$ cat src/rtl/eti_regs.svh
// register indices, field positions, reset values and cycle counts
`ifndef ETI_REGS_SVH
`define ETI_REGS_SVH
// register indices, byte address is four times the index
`define ETI_IDX_SLEEP_SENSE 6'h35
`define ETI_IDX_EXT_FLAGS 6'h30
`define ETI_IDX_TMR_MASK 6'h31
`define ETI_IDX_TMR_FLAGS 6'h32
`define ETI_IDX_GEN_MASK 6'h33
`define ETI_IDX_CPU_FLAGS 6'h34
`define ETI_IDX_STATUS 6'h36
// field positions
`define ETI_BIT_SE 5
`define ETI_BIT_SM 4
`define ETI_BIT_PIN_FLAG 6
`define ETI_BIT_PIN_EN 6
`define ETI_BIT_OVF_EN 1
`define ETI_BIT_OVF_FLAG 1
`define ETI_BIT_GIE 7
`define ETI_BIT_BUSY 4
`define ETI_BIT_HOLD 3
// writable bits of the sleep and sense control register
`define ETI_MASK_SLEEP_SENSE 8'h33
// reset values
`define ETI_RST_SLEEP_SENSE 8'h00
// vector addresses
`define ETI_VEC_EXT 8'h01
`define ETI_VEC_OVF 8'h02
// cycle counts
`define ETI_ENTRY_CYC 3'h4
`define ETI_JUMP_CYC 3'h2
`define ETI_RETURN_CYC 3'h4
`define ETI_WAKE_CYC 16
`endif

$ cat src/rtl/eti_pkg.sv
// types shared by the interrupt and sleep control block
package eti_pkg;
	typedef struct packed {
		logic psel;
		logic penable;
		logic pwrite;
		logic [7:0] paddr;
		logic [31:0] pwdata;
	} eti_apb_req_t;
	typedef struct packed {
		logic pready;
		logic pslverr;
		logic [31:0] prdata;
	} eti_apb_rsp_t;
	typedef struct packed {
		logic instr_done;
		logic sleep_op;
		logic ret_op;
	} eti_core_t;
	typedef enum logic [2:0] {
		ST_RUN, ST_ENTRY, ST_JUMP, ST_RETURN, ST_IDLE, ST_PDOWN, ST_WAKE
	} eti_state_t;
	typedef enum logic [1:0] {
		SNS_LOW, SNS_RSVD, SNS_FALL, SNS_RISE
	} eti_sense_t;
endpackage : eti_pkg

$ cat src/rtl/eti_sync2.sv
// two-flop synchroniser for levels from outside the clock domain
`timescale 1ns/100ps
module eti_sync2 #(
	parameter int W = 1
) (
	// clock and reset
	input wire logic clk,
	input wire logic rst_n,
	// level in and out
	input wire logic [W-1:0] din,
	output logic [W-1:0] dout
);
	logic [W-1:0] meta_q, meta_d, sync_q, sync_d;

	// first stage is read by the second stage only
	always_comb begin
		meta_d = din;
		sync_d = meta_q;
	end

	// resets to the idle-high pad level, so release shows no false edge
	always_ff @(posedge clk or negedge rst_n) begin
		if (!rst_n) begin
			meta_q <= '1;
			sync_q <= '1;
		end else begin
			meta_q <= meta_d;
			sync_q <= sync_d;
		end
	end

	assign dout = sync_q;
endmodule : eti_sync2

$ cat src/rtl/eti_ctrl.sv
// interrupt flags, vectoring timing and sleep control behind apb
// Summary of operation
// - pin edge sets flag, vector when enabled
// - flag cleared on entry or one-write
// - low-level sensing holds pin flag zero
// - unused register bits read as zero
// - enabled overflow vectors to address two
// - overflow sets flag, entry or write clears
// - pin triggers even when driven as output
// - low pin keeps requesting while enabled
// - four cycles to vector, jump two more
// - service only at instruction boundaries
// - return sequence lasts four cycles
// - one instruction runs after each return
// - sleep only with sleep enable set
// - depth bit picks idle or power-down
// - sense bits: low, reserved, fall, rise
// - pin synchronised before edge detection
// - interrupt wakes sleep, state preserved
// - idle halts cpu, any interrupt wakes
// - power-down wakes on level or watchdog reset only
// - two low samples on watchdog ticks
// - wake delay, vanished level not served
// - entry clears global enable, return sets
`timescale 1ns/100ps
`include "eti_regs.svh"
module eti_ctrl #(
	parameter int WAKE_CYC = `ETI_WAKE_CYC
) (
	// clock and reset
	input wire logic pclk,
	input wire logic presetn,
	// apb slave
	input eti_pkg::eti_apb_req_t apb_req,
	output eti_pkg::eti_apb_rsp_t apb_rsp,
	// cpu core handshake
	input eti_pkg::eti_core_t core_in,
	output logic vec_take,
	output logic [7:0] vec_addr,
	output logic irq_busy,
	output logic cpu_halt,
	output logic osc_stop,
	// event sources
	input wire logic ext_irq_pin,
	input wire logic tmr_ovf,
	input wire logic wdt_tick,
	input wire logic wdt_reset
);
	import eti_pkg::*;

	logic [7:0] ctl_q, ctl_d;
	logic pin_en_q, pin_en_d;
	logic ovf_en_q, ovf_en_d;
	logic pin_flag_q, pin_flag_d;
	logic ovf_flag_q, ovf_flag_d;
	logic gie_q, gie_d;
	eti_state_t state_q, state_d;
	logic [2:0] cnt_q, cnt_d;
	logic [15:0] wake_q, wake_d;
	logic [1:0] lvl_q, lvl_d;
	logic hold_q, hold_d;
	logic [7:0] vec_q, vec_d;
	logic take_q, take_d;
	logic [7:0] vaddr_q, vaddr_d;
	logic [31:0] prdata_q, prdata_d;
	logic pin_s, pin_prev_q;
	eti_sense_t sense;
	logic rise, fall, edge_hit, level_req, lvl_en;
	logic ext_req, ovf_req, any_req;
	logic take, take_ext, take_ovf, ret_done;
	logic setup, wr, hit;
	logic [5:0] idx;
	logic [7:0] rd_val;
	logic is_entry, is_jump, is_ret, se_bit, sm_bit;

	// pad level is seen whatever the pin direction
	eti_sync2 #(
		.W(1)
	) u_pin_sync (
		.clk(pclk),
		.rst_n(presetn),
		.din(ext_irq_pin),
		.dout(pin_s)
	);

	// edges taken from the synchronised level only
	assign sense = eti_sense_t'(ctl_q[1:0]);
	assign rise = pin_s & ~pin_prev_q;
	assign fall = ~pin_s & pin_prev_q;
	assign edge_hit = ((sense == SNS_FALL) & fall) |
		((sense == SNS_RISE) & rise);
	// level request follows the live pin, so a short low may be missed
	assign level_req = (sense == SNS_LOW) & ~pin_s;
	assign lvl_en = (sense == SNS_LOW) & pin_en_q & gie_q;

	// request gating by own enable and global enable
	assign ext_req = (pin_flag_q | level_req) & pin_en_q & gie_q;
	assign ovf_req = ovf_flag_q & ovf_en_q & gie_q;
	assign any_req = ext_req | ovf_req;

	// service only when the running instruction has finished
	assign take = (state_q == ST_RUN) & core_in.instr_done & ~hold_q &
		any_req;
	// lower vector has priority
	assign take_ext = take & ext_req;
	assign take_ovf = take & ~ext_req;
	assign ret_done = (state_q == ST_RETURN) & (cnt_q == 3'h0);

	// apb decode; reads are captured in setup so prdata is registered
	assign setup = apb_req.psel & ~apb_req.penable;
	assign wr = apb_req.psel & apb_req.penable & apb_req.pwrite;
	assign idx = apb_req.paddr[7:2];
	always_comb begin
		hit = 1'b1;
		rd_val = 8'h00; // unused bits stay zero
		case (idx)
			`ETI_IDX_SLEEP_SENSE: rd_val = ctl_q;
			`ETI_IDX_EXT_FLAGS: rd_val[`ETI_BIT_PIN_FLAG] = pin_flag_q;
			`ETI_IDX_TMR_MASK: rd_val[`ETI_BIT_OVF_EN] = ovf_en_q;
			`ETI_IDX_TMR_FLAGS: rd_val[`ETI_BIT_OVF_FLAG] = ovf_flag_q;
			`ETI_IDX_GEN_MASK: rd_val[`ETI_BIT_PIN_EN] = pin_en_q;
			`ETI_IDX_CPU_FLAGS: rd_val[`ETI_BIT_GIE] = gie_q;
			`ETI_IDX_STATUS: begin
				rd_val[2:0] = state_q;
				rd_val[`ETI_BIT_HOLD] = hold_q;
				rd_val[`ETI_BIT_BUSY] = irq_busy;
			end
			default: hit = 1'b0;
		endcase
		prdata_d = setup ? {24'h000000, rd_val} : prdata_q;
	end
	assign apb_rsp = '{1'b1, apb_req.psel & apb_req.penable & ~hit, prdata_q};

	// software-written control and mask bits
	always_comb begin
		ctl_d = ctl_q;
		pin_en_d = pin_en_q;
		ovf_en_d = ovf_en_q;
		if (wr && idx == `ETI_IDX_SLEEP_SENSE) begin
			ctl_d = apb_req.pwdata[7:0] & `ETI_MASK_SLEEP_SENSE;
		end
		if (wr && idx == `ETI_IDX_TMR_MASK) begin
			ovf_en_d = apb_req.pwdata[`ETI_BIT_OVF_EN];
		end
		if (wr && idx == `ETI_IDX_GEN_MASK) begin
			pin_en_d = apb_req.pwdata[`ETI_BIT_PIN_EN];
		end
	end

	// flags: hardware set wins over any clear in the same cycle
	always_comb begin
		pin_flag_d = pin_flag_q;
		ovf_flag_d = ovf_flag_q;
		gie_d = gie_q;
		if ((wr && idx == `ETI_IDX_EXT_FLAGS &&
			apb_req.pwdata[`ETI_BIT_PIN_FLAG]) || take_ext) begin
			pin_flag_d = 1'b0;
		end
		if (edge_hit) begin
			pin_flag_d = 1'b1;
		end
		if (sense == SNS_LOW) begin
			pin_flag_d = 1'b0;
		end
		if ((wr && idx == `ETI_IDX_TMR_FLAGS &&
			apb_req.pwdata[`ETI_BIT_OVF_FLAG]) || take_ovf) begin
			ovf_flag_d = 1'b0;
		end
		if (tmr_ovf) begin
			ovf_flag_d = 1'b1;
		end
		if (wr && idx == `ETI_IDX_CPU_FLAGS) begin
			gie_d = apb_req.pwdata[`ETI_BIT_GIE];
		end
		// hardware wins over a software write to the global enable
		if (take) begin
			gie_d = 1'b0;
		end
		if (ret_done) begin
			gie_d = 1'b1;
		end
	end

	// vectoring, return and sleep sequencer
	always_comb begin
		state_d = state_q;
		cnt_d = cnt_q;
		hold_d = hold_q;
		vec_d = vec_q;
		take_d = 1'b0;
		vaddr_d = vaddr_q;
		wake_d = wake_q;
		lvl_d = 2'h0;
		unique case (state_q)
			ST_RUN: begin
				if (core_in.instr_done) begin
					hold_d = 1'b0;
				end
				if (take) begin
					state_d = ST_ENTRY;
					cnt_d = `ETI_ENTRY_CYC - 3'h1;
					vec_d = take_ext ? `ETI_VEC_EXT : `ETI_VEC_OVF;
				end else if (core_in.ret_op) begin
					state_d = ST_RETURN;
					cnt_d = `ETI_RETURN_CYC - 3'h1;
				end else if (core_in.sleep_op && se_bit) begin
					state_d = sm_bit ? ST_PDOWN : ST_IDLE;
				end
			end
			ST_ENTRY: begin
				if (cnt_q == 3'h0) begin
					state_d = ST_JUMP;
					cnt_d = `ETI_JUMP_CYC - 3'h1;
					take_d = 1'b1;
					vaddr_d = vec_q;
				end else begin
					cnt_d = cnt_q - 3'h1;
				end
			end
			ST_JUMP: begin
				if (cnt_q == 3'h0) begin
					state_d = ST_RUN;
				end else begin
					cnt_d = cnt_q - 3'h1;
				end
			end
			ST_RETURN: begin
				if (cnt_q == 3'h0) begin
					state_d = ST_RUN;
					hold_d = 1'b1;
				end else begin
					cnt_d = cnt_q - 3'h1;
				end
			end
			ST_IDLE: begin
				// nothing is cleared on wake, the core resumes in place
				if (any_req || wdt_reset) begin
					state_d = ST_RUN;
				end
			end
			ST_PDOWN: begin
				lvl_d = lvl_q;
				// edges and overflow cannot wake from here
				if (wdt_reset) begin
					state_d = ST_RUN;
				end else if (lvl_q == 2'h2 && lvl_en) begin
					state_d = ST_WAKE;
					wake_d = 16'(WAKE_CYC - 1);
					lvl_d = 2'h0;
				end else if (wdt_tick) begin
					// count consecutive low samples, saturating at two
					if (pin_s) begin
						lvl_d = 2'h0;
					end else if (lvl_q != 2'h2) begin
						lvl_d = lvl_q + 2'h1;
					end
				end
			end
			ST_WAKE: begin
				if (wdt_reset) begin
					state_d = ST_RUN;
				end else if (wake_q == 16'h0000) begin
					// level gone: back to sleep, its interrupt is dropped
					state_d = (level_req && lvl_en) ? ST_RUN : ST_PDOWN;
				end else begin
					wake_d = wake_q - 16'h0001;
				end
			end
		endcase
	end

	// all state registers; external reset restarts from run
	always_ff @(posedge pclk or negedge presetn) begin
		if (!presetn) begin
			ctl_q <= `ETI_RST_SLEEP_SENSE;
			pin_en_q <= 1'b0;
			ovf_en_q <= 1'b0;
			pin_flag_q <= 1'b0;
			ovf_flag_q <= 1'b0;
			gie_q <= 1'b0;
			state_q <= ST_RUN;
			cnt_q <= 3'h0;
			wake_q <= 16'h0000;
			lvl_q <= 2'h0;
			hold_q <= 1'b0;
			vec_q <= 8'h00;
			take_q <= 1'b0;
			vaddr_q <= 8'h00;
			prdata_q <= 32'h00000000;
			pin_prev_q <= 1'b1; // matches the synchroniser reset level
		end else begin
			ctl_q <= ctl_d;
			pin_en_q <= pin_en_d;
			ovf_en_q <= ovf_en_d;
			pin_flag_q <= pin_flag_d;
			ovf_flag_q <= ovf_flag_d;
			gie_q <= gie_d;
			state_q <= state_d;
			cnt_q <= cnt_d;
			wake_q <= wake_d;
			lvl_q <= lvl_d;
			hold_q <= hold_d;
			vec_q <= vec_d;
			take_q <= take_d;
			vaddr_q <= vaddr_d;
			prdata_q <= prdata_d;
			pin_prev_q <= pin_s;
		end
	end

	// outputs decoded from state registers
	assign se_bit = ctl_q[`ETI_BIT_SE];
	assign sm_bit = ctl_q[`ETI_BIT_SM];
	assign is_entry = (state_q == ST_ENTRY);
	assign is_jump = (state_q == ST_JUMP);
	assign is_ret = (state_q == ST_RETURN);
	assign irq_busy = is_entry | is_jump | is_ret;
	assign cpu_halt = (state_q == ST_IDLE) | (state_q == ST_PDOWN) |
		(state_q == ST_WAKE);
	assign osc_stop = (state_q == ST_PDOWN);
	assign vec_take = take_q;
	assign vec_addr = vaddr_q;
endmodule : eti_ctrl

$ cat config.mk
export PLATFORM = sky130hd
export DESIGN_NAME = eti_ctrl
export DESIGN_NICKNAME = d
export VERILOG_FILES = /design/src/rtl/eti_pkg.sv /design/src/rtl/eti_sync2.sv /design/src/rtl/eti_ctrl.sv
export VERILOG_INCLUDE_DIRS = /design/src /design/src/rtl
export SDC_FILE = /design/constraint.sdc
export NUM_CORES = 1
export LEC_CHECK = 0
export BUFFER_PORTS_ARGS = -buffer_cell sky130_fd_sc_hd__buf_2
export CORE_UTILIZATION = 50
export CTS_CLUSTER_DIAMETER = 200
export CTS_CLUSTER_SIZE = 28
export DETAILED_ROUTE_END_ITERATION = 12
export PLACE_DENSITY = 0.85
export SETUP_SLACK_MARGIN = 0.2
export SYNTH_ARGS = -nofsm -noshare
export SYNTH_HDL_FRONTEND = slang
export SYNTH_SLANG_ARGS = --single-unit
$ cat constraint.sdc
create_clock -name pclk -period 5.2 [get_ports pclk]
set_input_delay 0.52 -clock pclk [delete_from_list [all_inputs] [get_ports pclk]]
set_output_delay 0.52 -clock pclk [all_outputs]
set_load 0.02 [all_outputs]
==> qor.csv <==
stage,metric,value,unit
run_status,status,"complete, no violations",
pwr,switch share,37.6,%
die,die area,6110,um^2
clock_tree,postcts setup bufs,0,
setup_path,WP data arrival,2.49,ns
timing,final hold viol count,0,
clock_tree,cts hold-fix bufs,0,
die,Die Ht,78.1,um
clock_tree,H-tree depth,2,
grt,largest net degree at the start of global routing,51,
logic_synthesis,Synth Area in Simple Gates,21.2,%
flow_run,Max Cap Violations,0,
finish,"commonest cells after routing, fill and taps aside","dfrtp_1, buf_2, nor2_1",
timing,Final TNS setup,0,ns
timing,Slew headroom,27.7,%
logic_synthesis,Yosys cell types,53,
logic_synthesis,synth top area cells,"dfrtp_1, buf_4, nor2_1",
pwr,leakage,1.51,nW
setup_path,Worst Path Required,5.41,ns
timing,Hold WS,0.312,ns
pwr,Worst IR Drop VDD,0.176,mV
drt,via/cell ratio,5.37,
timing,RSZ-0062 raised after global routing,no,
clock_tree,CTS tree,done,
logic_synthesis,most area-hungry cell type in the Yosys netlist,dfrtp_1,
placement,placed wire-length estimate after detailed placement,4.17,mm
setup_path,Worst path slowest cell,dfrtp_1,
drt,vias,2291,
setup_path,crit path cell chain,"or2_0, or4_4, a21o_1, mux2i_1, a311oi_1",
timing,worst slew pin tran,1.08,ns
placement,I/O Buffers,38,
logic_synthesis,XOR/XNOR Fraction of Synth Area,3.63,%
pwr,Combinational Power Share,32.3,%
setup_path,Worst R2R Start,state_q[1],
clock_tree,Max Buffers Root-to-Sink,2,
logic_synthesis,"Seq/Total Area, Yosys",43.3,%
clock_tree,Clock Root Buffer,clkbuf_8,
logic_synthesis,adder-cell area share of the yosys netlist,2.16,%
timing,fin crit period,2.28,ns
logic_synthesis,largest family of logic cells by synthesized area,simple AND/OR/NAND/NOR gates,
setup_path,Buf/Inv on CP,0,
drt,routed length per instance,13.2,um
grt,vias in the first global route,2177,
die,core box area,5540,um^2
drt,"antenna viol nets, final",0,
setup_path,WS Path Type,reg2reg,
die,Starting Density,52.3,%
placement,GP Congestion,0.864,
logic_synthesis,Compound-Gate Fraction of Synth Area,13.5,%
finish,Antenna Cells,0,
min_path,hold_sp,ext_irq_pin,
pwr,clock power share,21.2,%
pwr,Total Power,1.09,mW
setup_path,highest net fanout along the worst path,21,
logic_synthesis,Avg Inst Size Synth,9.06,um^2
grt,Overflow after GRT,0,
grt,All-Layer GR Usage,20.0,%
drt,DR iter-0 viols,109,
timing,Worst Clk Skew,0.00757,ns
pwr,Psw,0.410,mW
clock_tree,cts bufs inserted,5,
logic_synthesis,Yosys reg bits,50,
finish,NumNets Final,411,
setup_path,CP endpoint kind,register,
timing,Pins Over Slew Limit,0,
pwr,power share of the sequential group,46.5,%
timing,final setup vio count,0,
drt,routed wire length,5.62,mm
min_path,worst hold path class,in2reg,
logic_synthesis,synth warn,0,
setup_path,"Largest stage delay, worst path",0.60,ns
setup_path,Critical Path Start,state_q[1],
timing,fin crit share,43.9,%
finish,Area growth syn-to-layout,7.25,%
die,Rows,27,
finish,layout cells sized above 1,18.9,%
setup_path,Startpoint Class,register,
logic_synthesis,area share of the leading cell type in the synthesized netlist,40.6,%
clock_tree,clk sinks,50,
logic_synthesis,proportion of synthesized area in mux cells,5.09,%
die,Die X-Extent,78.1,um
logic_synthesis,Syn Inst Count,320,
logic_synthesis,top_reg_cell synth,dfrtp_1,
logic_synthesis,"Async S/R FF share, synth",100,%
clock_tree,clock-pin slew on the worst setup and hold paths,0.09,ns
setup_path,Top delay family on crit path,simple AND/OR/NAND/NOR gates,
grt,first-pass GRT wire length,9.65,mm
finish,"most common cell after layout, fill and taps aside",dfrtp_1,
clock_tree,"Clk Latency, worst-skew pair",0.31,ns
pwr,PD cells,351,nW/um^2
drt,First-pass DRT Iterations,4,
die,Ports,98,
logic_synthesis,Post-synth EDFFs,0,
drt,DRC,0,
logic_synthesis,Mapped Area,2900,um^2
timing,highest clock rate,438,MHz
pwr,Internal Power,0.681,mW
clock_tree,# resized after CTS,0,
grt,initial antenna violation count,0,
[power groups by stage]
stage / logic, mW / clock network (mW) / registers [mW]
4_1_cts: 0.351 / 0.241 / 0.506
3_3_place_gp: 0.334 / 0 / 0.511
5_1_grt: 0.389 / 0.254 / 0.517
3_5_place_dp: 0.349 / 0 / 0.512
2_1_floorplan: 0.322 / 0 / 0.471
6_report: 0.353 / 0.231 / 0.507
[registers in the layout, indices dropped and copies added, names as in the netlist, 2 cells and up]
| signal | count |
|---|---|
| prdata_q | 8 |
| vec_addr | 2 |
| wake_q | 16 |
| cnt_q | 3 |
| vec_q | 2 |
| ctl_q | 4 |
| lvl_q | 2 |
| state_q | 3 |
[routing by layer]
layer  wire, um  GRT usage (%)  vias up
met1       2440           25.4     1088
li1           -              -     1124
met4         90           7.96        0
met5          0              0        -
met3        248           3.84       10
met2       2840           33.4       69
[per-stage QoR]
stage                     setup slack, ns  utilization (%)  cell area, um^2  std cells
after floorplan                      3.31                -             3010        349
after global placement               2.99             54.5             3020        419
after detailed placement             2.92             54.5             3020        419
after CTS                            2.93             56.1             3110        427
after global routing                 2.78             56.1             3110        427
final                                2.92             56.1             3110        427
[cells by family (layout without fill, tap and decap cells)]
| family | Yosys count | after routing |
|---|---|---|
| compound gates | 61 | 61 |
| xor+xnor | 12 | 12 |
| fa+ha+maj | 5 | 5 |
| buf+inv | 52 | 58 |
| flops | 50 | 50 |
| mux | 13 | 13 |
| other cells | 2 | 31 |
| simple gates | 125 | 125 |
[cell type report]
class / instances / area, um^2
Clock buffer: 7 / 86.3
Clock inverter: 1 / 5.00
Fill cell: 514 / 2430
Inverter: 12 / 45.0
Multi-Input combinational cell: 247 / 1440
Sequential cell: 50 / 1250
Tap cell: 72 / 90.1
Timing Repair Buffer: 38 / 190
[path summary, 6_finish.rpt]
path,end,cells past startpoint,slack (ns)
worst max register to register,cnt_q[0],5,2.92
worst max-delay path,cnt_q[0],5,2.92
worst min-delay path,u_pin_sync.meta_q,1,0.31
worst min register to register,u_pin_sync.dout,0,0.37
min in group asynchronous,wake_q[8],1,0.42
max in group asynchronous,lvl_q[0],1,4.12
[synth_stat cells, drive strengths merged, types with 3 or more instances]
master,number
o21ai,25
a32oi,4
nand2b,3
mux2,11
xnor2,6
nor2b,3
nand3,17
and2,3
dfstp,3
nor3,10
clkbuf,6
inv,12
or4,3
buf,34
nor4,7
a21oi,11
nor2,36
xor2,6
dfrtp,47
ha,5
nand2,31
[worst reg2reg max path: stages (launching register included)]
cell      delay (ns)
dfrtp_1         0.60
or2_0           0.40
or4_4           0.59
a21o_1          0.23
mux2i_1         0.13
a311oi_1        0.25
Note: power is estimated with default switching activity, not from simulation.
